[src/include/dbss_pkg.sv]
/*
  Shared constants and carriers for the dynamic bus sizing sequencer.
  Assumes one bus clock; acknowledges are active low on the pins.
*/
package dbss_pkg;
  localparam int ADDR_W  = 24;
  localparam int SPACE_W = 3;

  // Transfer size codes driven with each bus cycle
  localparam logic [1:0] SIZE_LONG  = 2'h0;
  localparam logic [1:0] SIZE_BYTE  = 2'h1;
  localparam logic [1:0] SIZE_WORD  = 2'h2;
  localparam logic [1:0] SIZE_THREE = 2'h3;

  // Acknowledge patterns, bit 1 is port16_ack, bit 0 is port8_ack
  localparam logic [1:0] ACK_IDLE  = 2'h3;
  localparam int         ACK16_BIT = 1;

  // Bytes still to move in the current operand piece
  localparam logic [2:0] REM_NONE  = 3'h0;
  localparam logic [2:0] REM_BYTE  = 3'h1;
  localparam logic [2:0] REM_WORD  = 3'h2;
  localparam logic [2:0] REM_THREE = 3'h3;
  localparam logic [2:0] REM_LONG  = 3'h4;
  localparam logic [2:0] TAKE_ONE  = 3'h1;
  localparam logic [2:0] TAKE_TWO  = 3'h2;

  localparam logic [15:0]        DATA_RST  = 16'h0000;
  localparam logic [31:0]        WORD_RST  = 32'h00000000;
  localparam logic [SPACE_W-1:0] SPACE_RST = 3'h0;

  typedef enum logic [1:0] {
    DBSS_LEN_BYTE,
    DBSS_LEN_WORD,
    DBSS_LEN_LONG,
    DBSS_LEN_BAD
  } dbss_len_t;

  typedef struct packed {
    logic [ADDR_W-1:0]  addr;
    dbss_len_t          len;
    logic               rnw;
    logic [SPACE_W-1:0] space_code;
    logic [31:0]        wdata;
  } dbss_req_t;

  typedef struct packed {
    logic               strobe;
    logic [ADDR_W-1:0]  addr;
    logic [1:0]         transfer_size_code;
    logic               rnw;
    logic [SPACE_W-1:0] space_code;
  } dbss_bus_t;
endpackage

[src/dbss_lane_steer.sv]
/*
  Read lane capture and byte consumption for one acknowledged bus cycle.
  Assumes the acknowledge pattern is already synchronised and not idle.
*/
`timescale 1ns/1ps
module dbss_lane_steer (
  input  wire logic [1:0]  i_port_width_ack,
  input  wire logic [2:0]  i_rem,
  input  wire logic        i_addr_lsb,
  input  wire logic [15:0] i_data,
  input  wire logic [31:0] i_rd_acc,
  input  wire logic [31:0] i_wr_acc,
  output logic      [2:0]  o_take,
  output logic      [31:0] o_rd_acc,
  output logic      [31:0] o_wr_acc
);
  logic       port16;
  logic       odd16;
  logic       wide;
  logic [7:0] rd_byte;

  // Port width comes only from this cycle's acknowledge
  assign port16 = ~i_port_width_ack[dbss_pkg::ACK16_BIT]; // [RL23]
  assign odd16  = port16 & i_addr_lsb;
  // Full word only for an even address with two or more bytes left
  assign wide   = port16 & ~i_addr_lsb & (i_rem >= dbss_pkg::REM_WORD); // [RL12]
  assign o_take = wide ? dbss_pkg::TAKE_TWO : dbss_pkg::TAKE_ONE;
  // Odd 16-bit cycles use the lower lane, all others the upper lane
  assign rd_byte = odd16 ? i_data[7:0] : i_data[15:8]; // [RL2] [RL4] [RL6] [RL11] [RL14]
  assign o_rd_acc = wide ? {i_rd_acc[15:0], i_data} : {i_rd_acc[23:0], rd_byte}; // [RL10] [RL16]
  assign o_wr_acc = wide ? {i_wr_acc[15:0], 16'h0000} : {i_wr_acc[23:0], 8'h00}; // [RL9] [RL17]
endmodule

[src/dbss_pin_sync.sv]
/*
  Three-stage pin synchroniser with agreement filter.
  Assumes the pin is asynchronous to i_clk; the reset value is a constant.
*/
`timescale 1ns/1ps
module dbss_pin_sync #(
  parameter int           W       = 1,
  parameter logic [W-1:0] RST_VAL = '0
) (
  input  wire logic         i_clk,
  input  wire logic         i_rst_b,
  input  wire logic [W-1:0] i_pin,
  output logic      [W-1:0] o_level
);
  logic [W-1:0] s1_q;
  logic [W-1:0] s2_q;
  logic [W-1:0] s3_q;
  logic [W-1:0] lvl_q;
  logic         agree;

  if (W < 1) begin : g_bad_w
    $error("dbss_pin_sync width must be at least one");
  end

  // Only the second and third stages are compared; the first is metastable-prone
  assign agree = (s2_q == s3_q);

  always_ff @(posedge i_clk or negedge i_rst_b) begin
    if (!i_rst_b) begin
      s1_q  <= RST_VAL;
      s2_q  <= RST_VAL;
      s3_q  <= RST_VAL;
      lvl_q <= RST_VAL;
    end else begin
      s1_q <= i_pin;
      s2_q <= s1_q;
      s3_q <= s2_q;
      if (agree) begin
        lvl_q <= s3_q;
      end
    end
  end

  assign o_level = lvl_q;
endmodule

[src/dbss_sequencer.sv]
/*
  Dynamic bus sizing sequencer: splits byte, word and long operands into
  one to four bus cycles, adapting to the width each acknowledge reports.
  Assumes a slave that holds acknowledge until the strobe falls, and a
  requester on i_clk that waits for o_req_ready.
*/
// Behaviour
// [RL1] Byte operand uses byte size code; either address parity; bytes at consecutive addresses.
// [RL2] Byte read from 8-bit port takes upper lane, ignores lower lane.
// [RL3] Byte write copies the byte to both lanes; 8-bit slave stores upper.
// [RL4] Byte read, 16-bit port, even address: upper lane only.
// [RL5] Byte write, 16-bit port, even address: slave stores upper lane.
// [RL6] Byte read, 16-bit port, odd address: lower lane only.
// [RL7] Byte write, 16-bit port, odd address: slave stores lower lane.
// [RL8] Byte-writable 16-bit memory is built from 8-bit banks with own selects.
// [RL9] Aligned word write to 8-bit port: both bytes, then low byte moves up.
// [RL10] Word read from 8-bit port: high byte, then low byte from upper lane.
// [RL11] Misaligned word to 8-bit port: two byte cycles, upper lane first.
// [RL12] Aligned word read from 16-bit port finishes in one cycle, all bits.
// [RL13] Aligned word write to 16-bit port drives the whole word.
// [RL14] Misaligned word read, 16-bit port: lower lane first, then upper lane.
// [RL15] Misaligned word write, 16-bit port: each byte on both lanes.
// [RL16] Aligned long to 8-bit port: four byte cycles, sizes long, three, word, byte.
// [RL17] Aligned long write to 8-bit port: top two bytes first, then shift up.
// [RL18] Three-byte size code only appears as a long-word continuation.
// [RL19] Misaligned long splits into two misaligned words, or is refused entirely.
// [RL20] Space code and direction accompany address and size on every cycle.
// [RL21] Size codes: byte 01, word 10, three-byte 11, long 00.
// [RL22] Slave reports width: pattern 10 is 8-bit, 01 is 16-bit.
// [RL23] Follow-on cycles depend only on each cycle's sampled acknowledge.
`timescale 1ns/1ps
module dbss_sequencer #(
  parameter int ALLOW_MISALIGN = 1
) (
  input  wire logic                i_clk,
  input  wire logic                i_rst_b,
  input  wire logic                i_req_valid,
  input  wire dbss_pkg::dbss_req_t i_req,
  output logic                     o_req_ready,
  output logic                     o_done,
  output logic                     o_err,
  output logic [31:0]              o_rdata,
  output dbss_pkg::dbss_bus_t      o_bus,
  output logic [15:0]              o_data,
  output logic                     o_data_oe,
  input  wire logic [15:0]         i_data,
  input  wire logic [1:0]          i_port_width_ack
);
  typedef enum logic [1:0] {
    ST_IDLE,
    ST_WAIT_ACK,
    ST_WAIT_NEG
  } dbss_state_t;

  if (ALLOW_MISALIGN != 0 && ALLOW_MISALIGN != 1) begin : g_bad_mis
    $error("ALLOW_MISALIGN must be 0 or 1");
  end

  dbss_state_t         state_q;
  dbss_state_t         state_d;
  dbss_pkg::dbss_bus_t bus_q;
  dbss_pkg::dbss_bus_t bus_d;
  logic [2:0]          rem_q;
  logic [2:0]          rem_d;
  logic                pend_q;
  logic                pend_d;
  logic [dbss_pkg::ADDR_W-1:0] nxt_addr_q;
  logic [dbss_pkg::ADDR_W-1:0] nxt_addr_d;
  logic [31:0]         rd_q;
  logic [31:0]         rd_d;
  logic [31:0]         wr_q;
  logic [31:0]         wr_d;
  logic [15:0]         dout_q;
  logic [15:0]         dout_d;
  logic                doe_q;
  logic                doe_d;
  logic                ready_q;
  logic                ready_d;
  logic                done_q;
  logic                done_d;
  logic                err_q;
  logic                err_d;
  logic [31:0]         rdata_q;
  logic [31:0]         rdata_d;

  logic [1:0]          ack_s;
  logic [15:0]         data_s;
  logic [2:0]          take;
  logic [31:0]         rd_step;
  logic [31:0]         wr_step;

  // Size code from the bytes still owed
  function automatic logic [1:0] size_of(input logic [2:0] rem);
    unique case (rem)
      dbss_pkg::REM_BYTE:  size_of = dbss_pkg::SIZE_BYTE;
      dbss_pkg::REM_WORD:  size_of = dbss_pkg::SIZE_WORD;
      dbss_pkg::REM_THREE: size_of = dbss_pkg::SIZE_THREE;
      default:             size_of = dbss_pkg::SIZE_LONG;
    endcase
  endfunction

  // Lanes for a write cycle: the pair when aligned with two or more bytes left, else the next byte twice
  function automatic logic [15:0] lanes_of(
    input logic [31:0] wr,
    input logic [2:0]  rem,
    input logic        lsb
  );
    if (rem >= dbss_pkg::REM_WORD && !lsb) begin
      lanes_of = wr[31:16];
    end else begin
      lanes_of = {wr[31:24], wr[31:24]};
    end
  endfunction

  // Acknowledge and data come from outside the clock domain
  dbss_pin_sync #(
    .W       (2),
    .RST_VAL (dbss_pkg::ACK_IDLE)
  ) u_ack_sync (
    .i_clk   (i_clk),
    .i_rst_b (i_rst_b),
    .i_pin   (i_port_width_ack),
    .o_level (ack_s)
  );

  // Data passes the same depth so it is settled when the acknowledge is seen
  dbss_pin_sync #(
    .W       (16),
    .RST_VAL (dbss_pkg::DATA_RST)
  ) u_data_sync (
    .i_clk   (i_clk),
    .i_rst_b (i_rst_b),
    .i_pin   (i_data),
    .o_level (data_s)
  );

  dbss_lane_steer u_steer (
    .i_port_width_ack (ack_s),
    .i_rem            (rem_q),
    .i_addr_lsb       (bus_q.addr[0]),
    .i_data           (data_s),
    .i_rd_acc         (rd_q),
    .i_wr_acc         (wr_q),
    .o_take           (take),
    .o_rd_acc         (rd_step),
    .o_wr_acc         (wr_step)
  );

  // Request decode
  logic        req_take;
  logic        req_mis;
  logic        req_bad;
  logic        req_split;
  logic [2:0]  req_rem;
  logic [2:0]  req_first;
  logic [31:0] req_wr;
  logic        ack_seen;
  logic        ack_gone;
  logic        more;
  logic [2:0]  cont_rem;

  assign req_take = ready_q & i_req_valid;
  // Word and long parity matters; a byte may sit at either address
  assign req_mis  = i_req.addr[0] & (i_req.len != dbss_pkg::DBSS_LEN_BYTE); // [RL1]
  // No request can ask for three bytes, and misalignment needs the variant
  assign req_bad  = (i_req.len == dbss_pkg::DBSS_LEN_BAD) // [RL18]
                  | (req_mis & (ALLOW_MISALIGN == 0)); // [RL19]
  assign req_split = req_mis & (i_req.len == dbss_pkg::DBSS_LEN_LONG); // [RL19]
  assign req_rem  = (i_req.len == dbss_pkg::DBSS_LEN_LONG) ? dbss_pkg::REM_LONG :
                    (i_req.len == dbss_pkg::DBSS_LEN_WORD) ? dbss_pkg::REM_WORD :
                    dbss_pkg::REM_BYTE;
  // A split long starts as a misaligned word
  assign req_first = req_split ? dbss_pkg::REM_WORD : req_rem;
  // Operand is left-justified so the next byte is always at the top
  assign req_wr   = (i_req.len == dbss_pkg::DBSS_LEN_LONG) ? i_req.wdata :
                    (i_req.len == dbss_pkg::DBSS_LEN_WORD) ? {i_req.wdata[15:0], 16'h0000} :
                    {i_req.wdata[7:0], 24'h000000};

  assign ack_seen = (ack_s != dbss_pkg::ACK_IDLE); // [RL22]
  assign ack_gone = (ack_s == dbss_pkg::ACK_IDLE);
  assign more     = (rem_q != dbss_pkg::REM_NONE) | pend_q;
  // Second half of a split long is another two-byte word
  assign cont_rem = (rem_q != dbss_pkg::REM_NONE) ? rem_q : dbss_pkg::REM_WORD; // [RL19]

  always_comb begin
    state_d    = state_q;
    bus_d      = bus_q;
    rem_d      = rem_q;
    pend_d     = pend_q;
    nxt_addr_d = nxt_addr_q;
    rd_d       = rd_q;
    wr_d       = wr_q;
    dout_d     = dout_q;
    doe_d      = doe_q;
    ready_d    = ready_q;
    done_d     = 1'b0;
    err_d      = 1'b0;
    rdata_d    = rdata_q;
    unique case (state_q)
      ST_IDLE: begin
        if (req_take && req_bad) begin
          done_d = 1'b1;
          err_d  = 1'b1;
        end else if (req_take) begin
          ready_d                  = 1'b0;
          bus_d.strobe             = 1'b1;
          bus_d.addr               = i_req.addr; // [RL1]
          bus_d.transfer_size_code = size_of(req_first); // [RL21]
          bus_d.rnw                = i_req.rnw; // [RL20]
          bus_d.space_code         = i_req.space_code; // [RL20]
          rem_d                    = req_first;
          pend_d                   = req_split;
          rd_d                     = dbss_pkg::WORD_RST;
          wr_d                     = req_wr;
          // Byte copied to both lanes, aligned pair drives all 16 bits
          dout_d                   = lanes_of(req_wr, req_first, i_req.addr[0]); // [RL3] [RL13] [RL15]
          doe_d                    = ~i_req.rnw;
          state_d                  = ST_WAIT_ACK;
        end
      end
      ST_WAIT_ACK: begin
        if (ack_seen) begin
          // Width is learnt here, every cycle afresh
          bus_d.strobe = 1'b0; // [RL23]
          rem_d        = 3'(rem_q - take); // [RL9] [RL10] [RL14] [RL16]
          nxt_addr_d   = bus_q.addr + {{(dbss_pkg::ADDR_W - 3){1'b0}}, take}; // [RL1] [RL16]
          rd_d         = rd_step;
          wr_d         = wr_step; // [RL9] [RL17]
          state_d      = ST_WAIT_NEG;
        end
      end
      ST_WAIT_NEG: begin
        // Address, size and data hold until the slave releases its acknowledge
        if (ack_gone && more) begin
          bus_d.strobe             = 1'b1;
          bus_d.addr               = nxt_addr_q;
          bus_d.transfer_size_code = size_of(cont_rem); // [RL16] [RL18] [RL21]
          rem_d                    = cont_rem;
          pend_d                   = (rem_q != dbss_pkg::REM_NONE) & pend_q;
          dout_d                   = lanes_of(wr_q, cont_rem, nxt_addr_q[0]); // [RL9] [RL15] [RL17]
          state_d                  = ST_WAIT_ACK;
        end else if (ack_gone) begin
          doe_d   = 1'b0;
          ready_d = 1'b1;
          done_d  = 1'b1;
          rdata_d = rd_q;
          state_d = ST_IDLE;
        end
      end
      default: begin
        state_d = ST_IDLE;
      end
    endcase
  end

  // One short block per register group keeps each reset value beside its update
  always_ff @(posedge i_clk or negedge i_rst_b) begin
    if (!i_rst_b) begin
      state_q <= ST_IDLE;
    end else begin
      state_q <= state_d;
    end
  end

  // Bus resets to a byte read so a stray strobe could not write; after a cycle it keeps that cycle's fields
  always_ff @(posedge i_clk or negedge i_rst_b) begin
    if (!i_rst_b) begin
      bus_q <= '{strobe: 1'b0, addr: '0, transfer_size_code: dbss_pkg::SIZE_BYTE,
                 rnw: 1'b1, space_code: dbss_pkg::SPACE_RST};
    end else begin
      bus_q <= bus_d;
    end
  end

  always_ff @(posedge i_clk or negedge i_rst_b) begin
    if (!i_rst_b) begin
      rem_q <= dbss_pkg::REM_NONE;
    end else begin
      rem_q <= rem_d;
    end
  end

  always_ff @(posedge i_clk or negedge i_rst_b) begin
    if (!i_rst_b) begin
      pend_q <= 1'b0;
    end else begin
      pend_q <= pend_d;
    end
  end

  always_ff @(posedge i_clk or negedge i_rst_b) begin
    if (!i_rst_b) begin
      nxt_addr_q <= '0;
    end else begin
      nxt_addr_q <= nxt_addr_d;
    end
  end

  always_ff @(posedge i_clk or negedge i_rst_b) begin
    if (!i_rst_b) begin
      rd_q <= dbss_pkg::WORD_RST;
      wr_q <= dbss_pkg::WORD_RST;
    end else begin
      rd_q <= rd_d;
      wr_q <= wr_d;
    end
  end

  always_ff @(posedge i_clk or negedge i_rst_b) begin
    if (!i_rst_b) begin
      dout_q <= dbss_pkg::DATA_RST;
      doe_q  <= 1'b0;
    end else begin
      dout_q <= dout_d;
      doe_q  <= doe_d;
    end
  end

  always_ff @(posedge i_clk or negedge i_rst_b) begin
    if (!i_rst_b) begin
      ready_q <= 1'b1;
    end else begin
      ready_q <= ready_d;
    end
  end

  always_ff @(posedge i_clk or negedge i_rst_b) begin
    if (!i_rst_b) begin
      done_q <= 1'b0;
      err_q  <= 1'b0;
    end else begin
      done_q <= done_d;
      err_q  <= err_d;
    end
  end

  always_ff @(posedge i_clk or negedge i_rst_b) begin
    if (!i_rst_b) begin
      rdata_q <= dbss_pkg::WORD_RST;
    end else begin
      rdata_q <= rdata_d;
    end
  end

  // Every output is a register, so pins never glitch on decode
  assign o_req_ready = ready_q;
  assign o_done      = done_q;
  assign o_err       = err_q;
  assign o_rdata     = rdata_q;
  assign o_bus       = bus_q;
  assign o_data      = dout_q;
  assign o_data_oe   = doe_q;
endmodule

[config.mk]
export PLATFORM = sky130hd
export DESIGN_NAME = dbss_sequencer
export DESIGN_NICKNAME = d
export VERILOG_FILES = /design/src/include/dbss_pkg.sv /design/src/dbss_lane_steer.sv /design/src/dbss_pin_sync.sv /design/src/dbss_sequencer.sv
export SDC_FILE = /design/constraint.sdc
export NUM_CORES = 1
export LEC_CHECK = 0
export BUFFER_PORTS_ARGS = -buffer_cell sky130_fd_sc_hd__buf_2
export CAP_MARGIN = 0
export CELL_PAD_IN_SITES_DETAIL_PLACEMENT = 0
export CELL_PAD_IN_SITES_GLOBAL_PLACEMENT = 1
export CORE_MARGIN = 4
export CORE_UTILIZATION = 47
export CTS_BUF_LIST = sky130_fd_sc_hd__clkbuf_8
export DETAILED_ROUTE_END_ITERATION = 12
export PLACE_DENSITY = 0.84
export SETUP_SLACK_MARGIN = 0.2
export SLEW_MARGIN = 40
export SYNTH_ARGS = -nofsm -noshare
export SYNTH_HDL_FRONTEND = slang
export SYNTH_SLANG_ARGS = --single-unit
[constraint.sdc]
create_clock -name i_clk -period 3.6 [get_ports i_clk]
set_clock_uncertainty 0.2 [all_clocks]
set_input_delay 0.54 -clock i_clk [delete_from_list [all_inputs] [get_ports i_clk]]
set_output_delay 0.54 -clock i_clk [all_outputs]
set_load 0.02 [all_outputs]
==> results.py <==
metrics = {
    "yosys": {
        "synthesis.area_mm2": 0.01115,
        "synth_top_area_share": 0.5339,
        "ys.flop_type": "dfrtp_1",
        "synth_area_per_cell_um2": 10.98,
        "async_flop_share": 1.000,
        "syn_inst": 1016,
        "synth_edf_count": 0,
        "synth_top_area_cell": "dfrtp_1",
        "yosys-top-cells-area": "dfrtp_1, mux2_2, a21oi_1",
        "ys_types": 57,
        "ys_ff_latch": 249,
        "yosysSeqAreaShare": 0.5598,
        "yosysMostFrequentCell": "dfrtp_1",
        "synth_common_cells": "dfrtp_1, nand2_1, a21oi_1, mux2_2, o21ai_0",
        "syn-num-nets": 1108,
        "ys_warn_count": 0,
    },
    "critical_path": {
        "arrival_ns": 2.87,
        "start_kind": "flop",
        "cpPeakStageDelay_ns": 0.54,
        "critPathKind": "reg -> reg",
        "cp_max_fo": 23,
        "crit_path_cell_trace": "inv_1 > ha_2 > inv_1 > buf_4 > a31o_1 > and2_1 > buf_4 > a31oi_1",
        "critical_path_buf_inv_count": 4,
        "critical_path_required_ns": 3.86,
        "end_kind": "flop",
        "crit_family": "buffers and inverters",
        "slowest_stage": "ha_2",
    },
    "power": {
        "p_leak_uw": 0.006176,
        "power_frac_comb": 0.389,
        "clkPwrFrac": 0.231,
        "seq_power_share": 0.380,
        "sw_frac_of_total": 0.4066,
        "p_sw_uw": 4388,
        "peakVddDrop_uv": 320.2,
        "p_int_uw": 6404,
        "power_density_mw_per_mm2": 808.4,
        "total_power_uw": 10790,
    },
    "route": {
        "vias": 8492,
        "routed_via_density": 5.479,
        "antenna_left": 0,
        "drc": 0,
        "drtIter0Drc": 566,
        "dr.pass1.iters": 5,
        "drt-total-wl_um": 27360,
        "wl_per_cell_um": 17.65,
    },
    "clock_network": {
        "htree_num_levels": 2,
        "cts-root-buf": "clkbuf_8",
        "clk_path_buf_depth": 3,
        "cts_tree": "yes",
        "cts_made_buffers": 42,
        "clk_pin_slew_ns": 0.06,
        "clk_latency_ns": 0.55,
        "clock-sinks": 249,
    },
    "grt": {
        "grt_pass1_vias": 8326,
        "grt_pass1_wl_um": 43990,
        "antenna_found_initial": 0,
        "grt_max_degree": 95,
        "track_usage": 0.2058,
        "grt_remaining_overflow": 0,
    },
    "layout": {
        "syn_to_final_growth_pct": 19.69,
        "finalInstanceArea_mm2": 0.01335,
        "fin_nets": 1292,
        "n_fill_cell": 2058,
        "final_layout_size_suffix_gt1_frac": 0.2884,
        "antennaDiodeCount": 0,
    },
    "sta": {
        "hold_viol": 0,
        "maxSlewViolCount": 0,
        "holdWs_ns": 0.03899,
        "worst_pin_slew_ns": 0.7889,
        "rsz0062_at_grt": "false",
        "relSlewSlack": 0.4741,
        "period_share": 0.7257,
        "finalSetupTns_ns": 0,
        "fmax_mhz": 382.8,
        "setup_viol": 0,
        "min_period_ns": 2.613,
    },
    "placed_design": {
        "hpwlAfterDp_um": 18490,
        "portBuffers": 165,
        "dpl_cell_area_mm2": 0.01230,
        "gp_congestion": 0.8580,
    },
    "floorplan": {
        "die_h_um": 162.1,
        "dieArea_mm2": 0.02626,
        "core_area_mm2": 0.02340,
        "dieWidth_um": 162.1,
        "row_count": 56,
        "initial_core_util": 0.4766,
        "boundaryPins": 166,
    },
    "run_status": {
        "status": "finished, final reports clean",
    },
    "run": {
        "maxCapViolCount": 0,
    },
    "worst_hold_path": {
        "hp-class": "in -> reg",
    },
}
-- final cells by class --
type,instances,area [µm²],area share
Clock buffer,51,701.9,0.05258
Clock inverter,24,147.6,0.01106
Inverter,23,86.33,0.006467
Multi-Input combinational cell,670,4503,0.3373
Sequential cell,249,6245,0.4678
Tap cell,319,399.1,0.02990
Timing Repair Buffer,214,1267,0.09494
-- sequential cells by signal, indices dropped and copies added, names as in the netlist, 16 cells and up --
register and flops:
o_data 16, nxt_addr_q 24, o_bus 31, wr_q 32, u_data_sync.s3_q 16, u_data_sync.s1_q 16, rd_q 32, u_data_sync.s2_q 16
o_rdata 32, u_data_sync.o_level 16
-- path summary, 6_finish.rpt --
check / slack [ns] / from / endpoint / cells past startpoint
worst min-delay path: 0.04 / i_req[32] / o_bus[0] / 2
worst min register to register: 0.15 / u_data_sync.s1_q[14] / u_data_sync.s2_q[14] / 0
worst max register to register: 0.99 / state_q[0] / o_bus[6] / 8
max in group asynchronous: 1.83 / i_rst_b / u_data_sync.s2_q[4] / 3
min in group asynchronous: 0.42 / i_rst_b / o_rdata[29] / 2
worst max-delay path: 0.99 / state_q[0] / o_bus[6] / 8
-- through the flow --
step	cells	setup slack, ns	util
after detailed placement	1455	0.7025	0.5256
after global placement	1455	0.7798	0.5254
final	1550	0.9874	0.5705
after CTS	1549	0.9956	0.5700
after global routing	1550	0.8136	0.5705
after floorplan	1016	0.8398	-
-- layout by cell type (no fill, tap or decap), types with 34 or more instances in the layout --
master	netlist	final
nor2_1	41	39
a21oi_1	97	95
buf_2	8	164
o21ai_0	67	67
dfrtp_1	238	238
mux2i_1	34	34
clkbuf_8	0	51
nand2_1	102	102
mux2_2	77	77
inv_1	22	36
-- power by group through the flow --
stage          clock network (µW)  logic [µW]  registers, µW
2_1_floorplan                   0        2790           4290
3_3_place_gp                    0        4090           4120
3_5_place_dp                    0        4180           4140
4_1_cts                      2560        4210           4100
5_1_grt                      2700        4630           4200
6_report                     2490        4200           4110
-- worst reg2reg max path, delay by kind of cell, from the launching register on --
family,cells,cell delay (ns)
buffers and inverters,4,0.67
adder cells (fa/ha/maj),1,0.54
AO/OA/AOI/OAI,2,0.42
flip-flops,1,0.41
AND/OR/NAND/NOR,1,0.29
-- routing by layer --
metal | share of wire | GRT usage
met1 | 0.46 | 0.3000
met2 | 0.46 | 0.3225
met3 | 0.063 | 0.03679
met4 | 0.015 | 0.05306
met5 | 0 | 0
-- cells by family (layout without fill, tap and decap cells) --
kind of cell | Yosys count | in the layout | share of synthesized area
xor gates and xnor gates | 27 | 27 | 0.02120
adders and majority gates | 9 | 9 | 0.01077
and+or+nand+nor | 214 | 214 | 0.08873
DFF | 249 | 249 | 0.5598
buffers and inverters | 97 | 312 | 0.03859
muxes | 112 | 112 | 0.1096
AOI/OAI and AO/OA | 308 | 308 | 0.1713
-- repair_timing --
| item | CTS | global route |
|---|---|---|
| gates resized for setup | 0 | 0 |
| hold endpoints to repair | 108 | 0 |
| buffers inserted | 0 | 0 |
| hold buffers | 19 | 0 |
No activity file was read; power rests on OpenSTA's default activity.
